<file path="src/owd_consts.vh">
`ifndef OWD_CONSTS_VH
`define OWD_CONSTS_VH

// ----------------------------------------------------------------------------
// Clock and time base
// ----------------------------------------------------------------------------
`define OWD_CLK_HZ 50000000
`define OWD_US_PER_S 1000000
`define OWD_US_CYC (`OWD_CLK_HZ / `OWD_US_PER_S)

// ----------------------------------------------------------------------------
// Line timing, in microseconds
// ----------------------------------------------------------------------------
`define OWD_START_US 2
`define OWD_EOS_US 2
`define OWD_ACK_PULSE_US 512
`define OWD_ACK_VALID_US 8
`define OWD_ACK_SETTLE_US 1

// ----------------------------------------------------------------------------
// Frame layout
// ----------------------------------------------------------------------------
`define OWD_DEV_ADDR 8'h72
`define OWD_FRAME_BITS 16
`define OWD_REQ_BIT 7
`define OWD_SUB_HI_BIT 6
`define OWD_SUB_LO_BIT 5
`define OWD_LEVEL_MSB 4
`define OWD_LEVEL_LSB 0

// ----------------------------------------------------------------------------
// Register map, byte addresses
// ----------------------------------------------------------------------------
`define OWD_REG_CTRL 4'h0
`define OWD_REG_DATA 4'h4
`define OWD_REG_STAT 4'h8
`define OWD_REG_UNIT 4'hC

// CTRL fields.
`define OWD_CTRL_GO 0
`define OWD_CTRL_SKIP_START 1

// DATA fields: level code in 4:0, acknowledge request in 7, address in 15:8.
`define OWD_DATA_ADDR_LSB 8
`define OWD_DATA_ADDR_MSB 15

// STAT fields.
`define OWD_STAT_BUSY 0
`define OWD_STAT_DONE 1
`define OWD_STAT_ACKED 2
`define OWD_STAT_NOACK 3
`define OWD_STAT_LINE 4

// Reset values.
`define OWD_UNIT_RST 8'h05
`define OWD_LEVEL_RST 5'h1F

`endif

</file>
<file path="src/placeholder_none.v">
`timescale 1ns/1ps
`default_nettype none
`default_nettype wire

</file>
<file path="src/owd_host.v">
// The Wishbone slave port and the register offsets were chosen for this implementation.
`timescale 1ns/1ps
`default_nettype none
`include "owd_consts.vh"

module owd_host #(
    parameter ACK_PULSE_US = `OWD_ACK_PULSE_US,
    parameter ACK_VALID_US = `OWD_ACK_VALID_US
) (
    input wire clk_i,           // System clock, 50 MHz.
    input wire rst_i,           // Synchronous reset, active high.
    input wire [3:0] adr_i,     // Wishbone byte address.
    input wire [31:0] dat_i,    // Wishbone write data.
    output reg [31:0] dat_o,    // Wishbone read data.
    input wire [3:0] sel_i,     // Wishbone byte selects.
    input wire we_i,            // Wishbone write enable.
    input wire cyc_i,           // Wishbone cycle.
    input wire stb_i,           // Wishbone strobe.
    output reg ack_o,           // Wishbone acknowledge.
    input wire line_i,          // Control line level.
    output reg line_o,          // Control line drive value, always low.
    output reg line_oe_o        // Control line pull-down enable.
);

// ----------------------------------------------------------------------------
// States and time constants
// ----------------------------------------------------------------------------
localparam [2:0] ST_IDLE = 3'd0;
localparam [2:0] ST_START = 3'd1;
localparam [2:0] ST_LOW = 3'd2;
localparam [2:0] ST_HIGH = 3'd3;
localparam [2:0] ST_EOS = 3'd4;
localparam [2:0] ST_AHOLD = 3'd5;
localparam [2:0] ST_ASAMP = 3'd6;
localparam [2:0] ST_AWAIT = 3'd7;

localparam [9:0] START_US = `OWD_START_US;
localparam [9:0] EOS_US = `OWD_EOS_US;
localparam [9:0] SETTLE_US = `OWD_ACK_SETTLE_US;
localparam [9:0] VALID_US = ACK_VALID_US;
localparam [9:0] PULSE_US = ACK_PULSE_US;

// Phase length in microseconds for a bit value; long phase is three units.
function [9:0] phase_len;
    input [7:0] unit;
    input long;
    begin
        if (long) begin
            phase_len = {2'b00, unit} + {2'b00, unit} + {2'b00, unit};
        end else begin
            phase_len = {2'b00, unit};
        end
    end
endfunction

// ----------------------------------------------------------------------------
// Registers and state
// ----------------------------------------------------------------------------
reg [2:0] st_q;
reg [9:0] us_q;
reg [3:0] bit_q;
reg [15:0] shift_q;
reg skip_q;
reg skip_cfg_q;
reg [4:0] level_q;
reg req_q;
reg [7:0] addr_q;
reg [7:0] unit_q;
reg done_q;
reg acked_q;
reg noack_q;
reg go_q;
wire line_s;
wire tick;
wire bus_req;
wire bus_wr;

assign bus_req = cyc_i && stb_i;
assign bus_wr = bus_req && we_i && ack_o;

owd_sync u_sync (
    .clk_i(clk_i),
    .rst_i(rst_i),
    .d_i(line_i),
    .q_o(line_s)
);

// Restarting the microsecond divider on each phase change keeps every phase
// a whole number of microseconds long.
owd_tick #(
    .DIV(`OWD_US_CYC)
) u_tick (
    .clk_i(clk_i),
    .rst_i(rst_i),
    .clr_i(go_q),
    .tick_o(tick)
);

// ----------------------------------------------------------------------------
// Wishbone slave
// ----------------------------------------------------------------------------
// Ack comes one cycle after the request; writes land on the edge where the
// master sees ack, so a request held on after ack is acked and written again every second cycle.
always @(posedge clk_i) begin
    if (rst_i) begin
        ack_o <= 1'b0;
        dat_o <= 32'h0000_0000;
        level_q <= `OWD_LEVEL_RST;
        req_q <= 1'b0;
        addr_q <= `OWD_DEV_ADDR;
        unit_q <= `OWD_UNIT_RST;
        skip_cfg_q <= 1'b0;
    end else begin
        ack_o <= bus_req && !ack_o;
        dat_o <= 32'h0000_0000;
        case (adr_i)
            `OWD_REG_DATA: begin
                dat_o <= {16'h0000, addr_q, req_q, 2'b00, level_q};
            end
            `OWD_REG_STAT: begin
                dat_o <= {27'h0000000, line_s, noack_q, acked_q, done_q, (st_q != ST_IDLE)};
            end
            `OWD_REG_UNIT: begin
                dat_o <= {24'h000000, unit_q};
            end
            `OWD_REG_CTRL: begin
                dat_o <= {30'h00000000, skip_cfg_q, 1'b0};
            end
            default: begin
                dat_o <= 32'h0000_0000;
            end
        endcase
        if (bus_wr && sel_i[0]) begin
            if (adr_i == `OWD_REG_DATA) begin
                level_q <= dat_i[`OWD_LEVEL_MSB:`OWD_LEVEL_LSB];
                req_q <= dat_i[`OWD_REQ_BIT];
            end
            if (adr_i == `OWD_REG_CTRL) begin
                skip_cfg_q <= dat_i[`OWD_CTRL_SKIP_START];
            end
            if (adr_i == `OWD_REG_UNIT && dat_i[7:0] != 8'h00) begin
                unit_q <= dat_i[7:0];
            end
        end
        if (bus_wr && sel_i[1] && adr_i == `OWD_REG_DATA) begin
            addr_q <= dat_i[`OWD_DATA_ADDR_MSB:`OWD_DATA_ADDR_LSB];
        end
    end
end

// ----------------------------------------------------------------------------
// Frame engine
// ----------------------------------------------------------------------------
always @(posedge clk_i) begin
    if (rst_i) begin
        st_q <= ST_IDLE;
        us_q <= 10'd0;
        bit_q <= 4'd0;
        shift_q <= 16'h0000;
        skip_q <= 1'b0;
        done_q <= 1'b0;
        acked_q <= 1'b0;
        noack_q <= 1'b0;
        go_q <= 1'b0;
        line_o <= 1'b0;
        line_oe_o <= 1'b0;
    end else begin
        go_q <= 1'b0;
        line_o <= 1'b0;
        // The divider restarts one cycle after go_q rises, so a tick in that
        // cycle would cut the new phase short by a microsecond; it is ignored.
        if (tick && !go_q) begin
            us_q <= us_q + 10'd1;
        end
        case (st_q)
            ST_IDLE: begin
                line_oe_o <= 1'b0;
                if (bus_wr && sel_i[0] && adr_i == `OWD_REG_CTRL && dat_i[`OWD_CTRL_GO]) begin
                    shift_q <= {addr_q, req_q, 2'b00, level_q};
                    bit_q <= 4'd0;
                    done_q <= 1'b0;
                    acked_q <= 1'b0;
                    noack_q <= 1'b0;
                    us_q <= 10'd0;
                    go_q <= 1'b1;
                    skip_q <= dat_i[`OWD_CTRL_SKIP_START] && line_s;
                    st_q <= ST_START;
                end
            end
            ST_START: begin
                line_oe_o <= 1'b0;
                if (skip_q || us_q >= START_US) begin
                    skip_q <= 1'b0;
                    us_q <= 10'd0;
                    go_q <= 1'b1;
                    line_oe_o <= 1'b1;
                    st_q <= ST_LOW;
                end
            end
            ST_LOW: begin
                if (us_q >= phase_len(unit_q, !shift_q[15])) begin
                    us_q <= 10'd0;
                    go_q <= 1'b1;
                    line_oe_o <= 1'b0;
                    st_q <= ST_HIGH;
                end
            end
            ST_HIGH: begin
                if (us_q >= phase_len(unit_q, shift_q[15])) begin
                    us_q <= 10'd0;
                    go_q <= 1'b1;
                    shift_q <= {shift_q[14:0], 1'b0};
                    bit_q <= bit_q + 4'd1;
                    if (bit_q[2:0] == 3'd7) begin
                        st_q <= ST_EOS;
                    end else begin
                        line_oe_o <= 1'b1;
                        st_q <= ST_LOW;
                    end
                end
            end
            ST_EOS: begin
                line_oe_o <= 1'b0;
                if (us_q >= EOS_US) begin
                    us_q <= 10'd0;
                    go_q <= 1'b1;
                    if (bit_q != 4'd0) begin
                        // The released EOS also serves as the second start.
                        st_q <= ST_LOW;
                        line_oe_o <= 1'b1;
                    end else if (req_q) begin
                        line_oe_o <= 1'b1;
                        st_q <= ST_AHOLD;
                    end else begin
                        done_q <= 1'b1;
                        st_q <= ST_IDLE;
                    end
                end
            end
            ST_AHOLD: begin
                line_oe_o <= 1'b1;
                if (us_q >= VALID_US) begin
                    us_q <= 10'd0;
                    go_q <= 1'b1;
                    line_oe_o <= 1'b0;
                    st_q <= ST_ASAMP;
                end
            end
            ST_ASAMP: begin
                line_oe_o <= 1'b0;
                // Let the pull-up and the synchroniser settle before sampling.
                if (us_q >= SETTLE_US) begin
                    us_q <= 10'd0;
                    go_q <= 1'b1;
                    if (!line_s) begin
                        acked_q <= 1'b1;
                        st_q <= ST_AWAIT;
                    end else begin
                        noack_q <= 1'b1;
                        done_q <= 1'b1;
                        st_q <= ST_IDLE;
                    end
                end
            end
            ST_AWAIT: begin
                line_oe_o <= 1'b0;
                if (line_s || us_q >= PULSE_US) begin
                    done_q <= 1'b1;
                    st_q <= ST_IDLE;
                end
            end
            default: begin
                line_oe_o <= 1'b0;
                st_q <= ST_IDLE;
            end
        endcase
    end
end

endmodule // owd_host

`default_nettype wire

</file>
<file path="src/owd_sync.v">
`timescale 1ns/1ps
`default_nettype none

module owd_sync (
    input wire clk_i,  // System clock.
    input wire rst_i,  // Synchronous reset, active high.
    input wire d_i,    // Asynchronous level.
    output reg q_o     // Synchronised level.
);

reg meta_q;

// ----------------------------------------------------------------------------
// Two-stage synchroniser
// ----------------------------------------------------------------------------
// The line idles high through its pull-up, so reset to high.
always @(posedge clk_i) begin
    if (rst_i) begin
        meta_q <= 1'b1;
        q_o <= 1'b1;
    end else begin
        meta_q <= d_i;
        q_o <= meta_q;
    end
end

endmodule // owd_sync

`default_nettype wire

</file>
<file path="src/owd_tick.v">
`timescale 1ns/1ps
`default_nettype none

module owd_tick #(
    parameter DIV = 50
) (
    input wire clk_i,   // System clock.
    input wire rst_i,   // Synchronous reset, active high.
    input wire clr_i,   // Restart the period.
    output reg tick_o   // One-cycle pulse every DIV cycles.
);

reg [7:0] cnt_q;

// ----------------------------------------------------------------------------
// Divider
// ----------------------------------------------------------------------------
// Clearing aligns the first tick a full period after the clear.
always @(posedge clk_i) begin
    if (rst_i || clr_i) begin
        cnt_q <= 8'h00;
        tick_o <= 1'b0;
    end else if (cnt_q == DIV[7:0] - 8'h01) begin
        cnt_q <= 8'h00;
        tick_o <= 1'b1;
    end else begin
        cnt_q <= cnt_q + 8'h01;
        tick_o <= 1'b0;
    end
end

endmodule // owd_tick

`default_nettype wire

</file>
<file path="config.mk">
export PLATFORM = sky130hd
export DESIGN_NAME = owd_host
export DESIGN_NICKNAME = d
export VERILOG_FILES = /design/src/placeholder_none.v /design/src/owd_host.v /design/src/owd_sync.v /design/src/owd_tick.v
export VERILOG_INCLUDE_DIRS = /design/src /design/src/src
export SDC_FILE = /design/constraint.sdc
export NUM_CORES = 1
export LEC_CHECK = 0
export ABC_AREA = 1
export BUFFER_PORTS_ARGS = -buffer_cell sky130_fd_sc_hd__clkbuf_2
export CORE_MARGIN = 5
export CORE_UTILIZATION = 35
export DETAILED_ROUTE_END_ITERATION = 6
export SYNTH_ARGS = -nofsm -noshare
export SYNTH_HDL_FRONTEND = slang
export SYNTH_SLANG_ARGS = --single-unit
export TNS_END_PERCENT = 10
</file>
<file path="constraint.sdc">
create_clock -name clk_i -period 5.3 [get_ports clk_i]
set_input_delay 1.325 -clock clk_i [delete_from_list [all_inputs] [get_ports clk_i]]
set_output_delay 1.325 -clock clk_i [all_outputs]
set_load 0.005 [all_outputs]
</file>
==> results.md, run 1 <==
* Max_cap viols at 0
* WP data required at 5.51 ns
* Initial DRC count at 215
* Crit share post-route at 0.719
* Ports at 81
* Die area at 17,200 um2
* Tmin final at 3.81 ns
* DRC Markers at 0
* Clock Tree Root: clkbuf_16
* Reg2reg path depth at 21
* XOR/XNOR Fraction of Synth Area at 0.0256
* CP endpoint: shift_q[15]
* Share of the synthesized area in the top cell type at 0.351
* DP Area at 5440 um2
* Die H at 131 um
* Reg-to-Reg End: shift_q[15]
* Number of enable flip-flop cells after synthesis at 0
* Peak fanout along the critical path at 25
* Antenna Cells at 0
* Fraction of registers with async set/reset at 0
* Reg2Reg Setup Slack at 1.49 ns
* Gpl congestion at 0.821
* Hold Path Class: register to register
* Vias at 4,256
* TritonRoute pass-1 iters at 4
* Sequential area share after synthesis at 0.351
* Fmax at 0.262 GHz
* Dpl hpwl at 8060 um
* CTS buffer count at 9
* Vias/cell at 4.68
* Synth Area in Simple Gates at 0.321
* Site Rows at 44
* R2r startpoint: unit_q[0]
* Leakage power at 2.68 nW
* Max Slew Vio Count at 0
* Count of final hold-check violations at 0
* Clk buf depth at 2
* Design area at 5750 um2
* Avg Cell Area, Syn at 7.53 um2
* Tightest Pin Transition at 0.818 ns
* Synth cell types at 47
* Status: completed
* Post-synthesis compound-gate area fraction at 0.115
* Skew final at 0.00822 ns
* Clock transition at path regs at 0.07 ns
* CTS sink count at 90
* Mapped Cells at 681
* #FFs+latches synth at 90
* Share of layout cells above drive strength 1 at 0.167
* Largest family of logic cells by synthesized area: simple AND/OR/NAND/NOR gates
* Synth Cell Area at 5130 um2
* Post-synth top area cell: dfxtp_1
* First-pass GRT wire length at 18,000 um
* Yosys warns at 0
* Dominant cells by area after synthesis: dfxtp_1 35%, nand2_1 13%, ha_1 8.8%
* All-layer global routing usage at 0.130
* Critical path capture point type: register
* Adder-Cell Fraction of Synth Area at 0.0917
* Skew-Pair Late Insertion Delay at 0.34 ns
* Total grt overflow at 0
* Min-delay src: u_sync.meta_q
* Post-CTS Setup Inserts at 0
* H-tree depth at 3
* Port Buffers at 45
* Initial antenna violation count at 0
* Max VDD drop at 0.156 mV
* Cts hold-fix bufs at 0
* Resized cells post-CTS at 0
* Power per standard cell area at 319 nW/um2
* Starting Density at 0.354
* Largest net degree at the start of global routing at 52
* # fillers at 1,517
* Worst Setup SP: unit_q[0]
* Critical Path AT at 4.02 ns
* Slew HR at 0.450
* Antenna Nets Post-Route at 0
* Die Width at 131 um
* Drt total wl at 10,700 um
* Fin Setup TNS at 0 ns
* Most common cell after layout, fill and taps aside: nand2_1
* Critical path startpoint category: register
* Multiplexer share of the synthesized area at 0
* Final setup vio count at 0
* Worst setup path class: register to register
* Core area at 14,500 um2
* Top_reg_cell synth: dfxtp_1
* Routed WL per cell at 11.7 um
* Final nets at 803
* RSZ-0062 raised after global routing: no
* CTS tree: done
* Commonest cells after routing, fill and taps aside: 175 x nand2_1, 90 x dfxtp_1, 63 x inv_1, 51 x nor2_1, 45 x clkbuf_2
* Vias in the first global route at 3,868
* P&R area growth vs syn at 12.0%
[cells by family (layout without fill, tap and decap cells)]
kind of cell,Yosys count,in the layout
xor+xnor,15,15
fa+ha+maj,37,37
other cells,1,17
compound gates,97,97
buf+inv,105,133
simple gates,336,336
flops,90,90
[area by class of cell]
type,count,area (um2),share of cell area
Multi-Input combinational cell,502,2900,0.505
Clock inverter,7,82.6,0.0144
Timing Repair Buffer,47,240,0.0418
Tap cell,184,230,0.0401
Inverter,70,263,0.0457
Sequential cell,90,1800,0.314
Clock buffer,9,225,0.0392
[routing by layer]
layer  global-route usage  up-vias  wire length [um]
li1                     -     2268                 -
met1                0.171     1905              5150
met2                0.214       70              4980
met3               0.0316       13               402
met4               0.0339        0               140
met5                    0        -                 0
[metrics by stage]
step / setup WS [ns] / utilization / total power, mW / instances / hold WS (ns)
4_1_cts: 1.46 / 0.397 / 1.86 / 909 / 0.413
6_report: 1.49 / 0.397 / 1.84 / 909 / 0.411
5_1_grt: 1.01 / 0.397 / 1.95 / 909 / 0.433
2_1_floorplan: 2.36 / - / 1.13 / 697 / 0.389
3_3_place_gp: 1.54 / 0.376 / 1.19 / 893 / 0.394
3_5_place_dp: 1.48 / 0.376 / 1.19 / 893 / 0.395
[power breakdown]
part	total, mW	switching [mW]	internal (mW)
sequential	0.757	0.0487	0.708
clock	0.665	0.290	0.375
combinational	0.414	0.266	0.148
[worst max-delay path, stage by stage, from the launching register on]
cell and delay, ns:
dfxtp_1 0.40, ha_1 0.19, inv_1 0.05, fa_1 0.40, o21ai_0 0.28, nand2_1 0.09, nand2_1 0.07, nand2_1 0.04
nand2_1 0.08, xor2_1 0.09, nand2_1 0.06, o21ai_0 0.09, ha_1 0.31, nand2_1 0.05, nor2_1 0.16, nand3_1 0.13
nand3_1 0.09, nand2_1 0.10, nand2_2 0.43, inv_2 0.21, o21ai_0 0.29, a21oi_1 0.08
[worst min path at each step]
stage	to	slack (ns)	depth (start not counted)
after global routing	u_sync.q_o	0.43	1
after CTS	u_sync.q_o	0.41	1
final	u_sync.q_o	0.41	1
after detailed placement	u_sync.q_o	0.39	1
after floorplan	u_sync.q_o	0.39	1
after global placement	u_sync.q_o	0.39	1
[sequential cells by signal (all words and copies together) (netlist names), 4 cells and up]
| name | cells |
|---|---|
| u_tick.cnt_q | 8 |
| unit_q | 8 |
| shift_q | 16 |
| bit_q | 4 |
| addr_q | 8 |
| dat_o | 16 |
| us_q | 10 |
| level_q | 5 |
[Yosys cell counts, types with 4 or more instances]
cell	number
nor2_2	15
nand3_2	12
nor2_1	51
o211ai_1	7
nor3b_1	5
buf_4	18
nor3_1	8
or2_2	4
xor2_1	15
nand2_2	4
o211a_1	12
inv_2	6
o21ai_0	36
nand3_1	29
nand3b_1	4
nor2_4	5
dfxtp_1	90
nand2_1	175
nand4_1	9
a21oi_1	31
clkbuf_1	11
ha_1	36
inv_1	63
(Power assumes the default switching activity.)
==> run 2: changes to the inputs <==
==> constraint.sdc (replaced) <==
create_clock -name clk_i -period 3.3 [get_ports clk_i]
set_input_delay 0.825 -clock clk_i [delete_from_list [all_inputs] [get_ports clk_i]]
set_output_delay 0.825 -clock clk_i [all_outputs]
set_load 0.005 [all_outputs]
==> run 2 against run 1 <==
Compared with the run above: clock power rose by 45%; critical path type unchanged; clock skew barely moved; via count barely moved; highest routed layer unchanged; first-iteration DRC count fell by 17%; register-to-register slack got worse by 1.2 ns; power rose by 55%; die area did not move; sequential share of layout area fell by 0.32 points; routed wire length barely moved; flip-flop and latch count did not move; fmax rose by 27%.
==> results.md, run 2 (synthesis gave the netlist of run 1 again) <==
* Port Buffers at 45
* Antenna Cells at 0
* Crit share post-route at 0.910
* CTS tree: done
* Dpl hpwl at 8180 um
* All-layer global routing usage at 0.132
* Commonest cells after routing, fill and taps aside: 174 x nand2_1, 87 x dfxtp_1, 63 x inv_1, 48 x nor2_1, 45 x clkbuf_2
* Clock Tree Root: clkbuf_16
* Core area at 14,500 um2
* Tmin final at 3.00 ns
* Fin Setup TNS at 0 ns
* Cts hold-fix bufs at 0
* Skew final at 0.00808 ns
* Die Width at 131 um
* Max_cap viols at 0
* Final setup vio count at 0
* Initial antenna violation count at 0
* WP data required at 3.54 ns
* Max VDD drop at 0.348 mV
* P&R area growth vs syn at 13.4%
* Critical path startpoint category: register
* Placed Cells at 900
* Critical path capture point type: register
* Worst hold slack at 0.420 ns
* Die area at 17,200 um2
* Non-filler instance count after layout at 915
* Worst path most repeated cell: nand2_1
* Site Rows at 44
* Clk buf depth at 2
* Die H at 131 um
* DRC Markers at 0
* H-tree depth at 3
* Share of layout cells above drive strength 1 at 0.187
* CTS sink count at 90
* Largest net degree at the start of global routing at 48
* Top delay family on crit path: simple AND/OR/NAND/NOR gates
* RSZ-0062 raised after global routing: no
* Max Slew Vio Count at 0
* Final nets at 810
* Multi-input gate area at 2920 um2
* Worst setup path class: register to register
* First-pass GRT wire length at 18,100 um
* Vias at 4,253
* Crit path cell chain: ha_1 -> inv_1 -> fa_2 -> o21ai_2 -> nand2_1 -> nand2_1 -> nand2_1 -> nand2_1 -> xor2_1 -> nand2_1 -> o21ai_0 -> ha_1 -> nand2_1 -> a21oi_1 -> nor2_2 -> nand3_1 -> nand2_2 -> nand2_2 -> buf_12 -> o211a_1
* Clock transition at path regs at 0.06 ns
* Power per standard cell area at 490 nW/um2
* Critical Path Max Stage Delay at 0.36 ns
* Vias/cell at 4.65
* Ports at 81
* CP bufs+invs at 2
* Status: completed
* Slew HR at 0.431
* TritonRoute pass-1 iters at 4
* Hold Path Class: register to register
* Total grt overflow at 0
* Regs by FF count: dat_o x16, shift_q x16, us_q x10
* Most common cell after layout, fill and taps aside: nand2_1
* CTS buffer count at 9
* Peak fanout along the critical path at 24
* Gpl congestion at 0.817
* Vias in the first global route at 3,869
* Starting Density at 0.354
* Count of final hold-check violations at 0
* Leakage power at 2.71 nW
* Tightest Pin Transition at 0.846 ns
* Drt total wl at 10,700 um
* Skew-Pair Late Insertion Delay at 0.35 ns
* Fmax at 0.333 GHz
* CP max stage cell: fa_2
* # fillers at 1,558
* Critical Path AT at 3.24 ns
* Antenna Nets Post-Route at 0
* Seq. cell area at 1810 um2
* Initial DRC count at 179
* Routed WL per cell at 11.7 um
-- run 2: changes by cell type in the layout (fill, tap and decap cells not counted), moves of 2 or more --
cell,previous run,this run
dfxtp_1,90,87
nor2_2,15,18
dfxtp_2,0,3
buf_4,2,7
nor2_1,51,48
buf_12,0,2
-- run 2: cell type report --
type / instances / share of cell area
sequential: 90 / 0.310
timing repair buffer: 54 / 0.0546
tap: 184 / 0.0396
inverter: 70 / 0.0456
clock inverter: 6 / 0.00860
clock buffer: 9 / 0.0387
multi-input combinational: 502 / 0.502
-- run 2: path summary, 6_finish.rpt --
| path | endpoint | depth (start not counted) | from | slack, ns |
|---|---|---|---|---|
| hold / removal | u_sync.q_o | 1 | u_sync.meta_q | 0.42 |
| hold reg to reg | u_sync.q_o | 1 | u_sync.meta_q | 0.42 |
| setup / recovery | shift_q[13] | 20 | unit_q[0] | 0.30 |
| setup reg to reg | shift_q[13] | 20 | unit_q[0] | 0.30 |
-- run 2: metrics by stage --
stage	instance area (um2)	util	setup slack (ns)	power, mW
2_1_floorplan	5190	-	0.357	1.81
3_3_place_gp	5520	0.381	0.0495	1.92
3_5_place_dp	5520	0.381	0.0462	1.92
4_1_cts	5790	0.400	0.0181	2.89
5_1_grt	5820	0.402	0.00810	3.04
6_report	5820	0.402	0.299	2.85
-- run 2: routing by layer --
layer / GRT usage / part of all wire / up-vias
met5: 0 / 0 / -
met3: 0.0340 / 0.045 / 12
li1: - / - / 2283
met4: 0.0454 / 0.013 / 0
met2: 0.209 / 0.46 / 74
met1: 0.175 / 0.48 / 1884
-- run 2: repair_timing --
item / CTS / global route
resized for setup: 0 / 12
buffers inserted: 0 / 0
setup endpoints to repair: 0 / 35
-- run 2: power breakdown --
group / switching [mW] / leakage (nW) / internal [mW]
Clock: 0.444 / 0.134 / 0.516
Sequential: 0.0789 / 0.729 / 1.14
Combinational: 0.430 / 1.85 / 0.242
Total: 0.954 / 2.71 / 1.90
==> run 3: changes to the inputs <==
--- a/config.mk
+++ b/config.mk
@@ -9,7 +9,7 @@
 export ABC_AREA = 1
 export BUFFER_PORTS_ARGS = -buffer_cell sky130_fd_sc_hd__clkbuf_2
 export CORE_MARGIN = 5
-export CORE_UTILIZATION = 35
+export CORE_UTILIZATION = 40
 export DETAILED_ROUTE_END_ITERATION = 6
 export SYNTH_ARGS = -nofsm -noshare
 export SYNTH_HDL_FRONTEND = slang
==> run 3 against run 2 <==
Compared with the run above: setup slack worse by 0.091 ns; global-route usage increased by 2.2 points; first-iteration DRC count grew 51%; hold slack got worse by 0.0022 ns; power is 2.6% higher; clock power rose by 7%; routed wire length rose by 6.2%; sequential share of layout area decreased by 0.068 points; critical path type unchanged; largest power group unchanged.
==> results.md, run 3 (synthesis gave the netlist of run 1 again) <==
* Worst setup path class: register to register
* Max_cap viols at 0
* Slew HR at 0.450
* Skew-Pair Late Insertion Delay at 0.34 ns
* Hold Path Class: register to register
* Critical Path AT at 3.37 ns
* Site Rows at 41
* # fillers at 1,287
* Critical Path Max Stage Delay at 0.36 ns
* Most common cell after layout, fill and taps aside: nand2_1
* Non-filler instance count after layout at 904
* Share of layout cells above drive strength 1 at 0.187
* Port Buffers at 45
* Initial DRC count at 270
* Vias at 4,377
* Status: completed
* Antenna Nets Post-Route at 0
* Worst path most repeated cell: nand2_1
* Placed Cells at 888
* Die area at 15,200 um2
* All-layer global routing usage at 0.154
* Power per standard cell area at 502 nW/um2
* Leakage power at 2.73 nW
* Design area at 5830 um2
* Commonest cells after routing, fill and taps aside: 174 x nand2_1, 88 x dfxtp_1, 63 x inv_1, 48 x nor2_1, 45 x clkbuf_2
* DP Area at 5490 um2
* Vias/cell at 4.84
* CP max stage cell: fa_2
* Core area at 12,600 um2
* Crit path cell chain: ha_1 -> inv_1 -> fa_2 -> o21ai_2 -> nand2_1 -> nand2_1 -> nand2_1 -> nand2_1 -> xor2_1 -> nand2_1 -> o21ai_0 -> ha_1 -> nand2_1 -> a21oi_1 -> nor2_2 -> nand4_1 -> nand2_1 -> nor2_1 -> nand2_4 -> nand2_8 -> nor2_2
* Vias in the first global route at 4,154
* First-pass GRT wire length at 18,900 um
* Top delay family on crit path: simple AND/OR/NAND/NOR gates
* Max Slew Vio Count at 0
* Ports at 81
* Fmax at 0.323 GHz
* Tmin final at 3.09 ns
* Util after Layout at 0.462
* H-tree depth at 3
* Clock Tree Root: clkbuf_16
* Critical path capture point type: register
* Multi-input gate area at 2930 um2
* Total grt overflow at 0
* WP data required at 3.58 ns
* Largest net degree at the start of global routing at 52
* Dpl hpwl at 8700 um
* Total power at 2.92 mW
* CTS buffer count at 9
* Worst hold slack at 0.417 ns
* Final nets at 810
* P&R area growth vs syn at 13.5%
* Seq. cell area at 1800 um2
* Initial antenna violation count at 0
* Tightest Pin Transition at 0.818 ns
* Regs by FF count: dat_o x16, shift_q x16, us_q x10
* Gpl congestion at 0.868
* DRC Markers at 0
* Antenna Cells at 0
* Starting Density at 0.407
* Clk buf depth at 2
* TritonRoute pass-1 iters at 5
* Crit share post-route at 0.937
* Critical path startpoint category: register
* Die H at 123 um
* Post-CTS Setup Inserts at 0
* Skew final at 0.00920 ns
* Max VDD drop at 0.302 mV
* Drt total wl at 11,300 um
* CTS sink count at 90
* Die Width at 123 um
* CTS tree: done
* Count of final hold-check violations at 0
* RSZ-0062 raised after global routing: yes
* Clock transition at path regs at 0.07 ns
* Peak fanout along the critical path at 10
* Final setup vio count at 0
* CP bufs+invs at 1
* Routed WL per cell at 12.5 um
run 3: changes by cell type in the layout (fill, tap and decap cells not counted), sizes merged:
cell / change
clkinv: +1
clkinvlp: -1
inv: +1
run 3: area by class of cell:
type                       instances  share of cell area
inverter                          70              0.0455
clock inverter                     7              0.0140
clock buffer                       9              0.0387
multi-input combinational        502               0.503
sequential                        90               0.310
timing repair buffer              54              0.0524
tap                              172              0.0369
run 3: what timing repair did:
item                       4_1_cts  5_1_grt
resized for setup                2       10
hold buffers                     0        0
setup endpoints to repair       19       35
pin swaps                        2        3
cloned                           0        0
run 3: worst paths after layout:
check	slack (ns)	start	cells after the start	end
min reg2reg	0.42	u_sync.meta_q	1	u_sync.q_o
max reg2reg	0.21	unit_q[0]	21	us_q[0]
min	0.42	u_sync.meta_q	1	u_sync.q_o
max	0.21	unit_q[0]	21	us_q[0]
run 3: stage by stage:
step           worst slack, ns   TNS, ns
5_1_grt               -0.00723  -0.00723
6_report                 0.207         0
4_1_cts                0.00573         0
3_5_place_dp           -0.0618    -0.553
2_1_floorplan            0.357         0
3_3_place_gp            0.0447         0
run 3: metal layers:
metal / part of all wire / GRT usage / routed length [um] / vias up
met4: 0.011 / 0.0491 / 123 / 0
met3: 0.030 / 0.0293 / 340 / 12
li1: - / - / - / 2284
met2: 0.50 / 0.268 / 5700 / 54
met1: 0.46 / 0.193 / 5170 / 2027
met5: 0 / 0 / 0 / -
run 3: power breakdown:
| part | switching (mW) | leakage (nW) | internal [mW] | total [mW] |
|---|---|---|---|---|
| combinational | 0.444 | 1.85 | 0.238 | 0.681 |
| sequential | 0.0798 | 0.729 | 1.14 | 1.22 |
| clock | 0.485 | 0.150 | 0.541 | 1.03 |
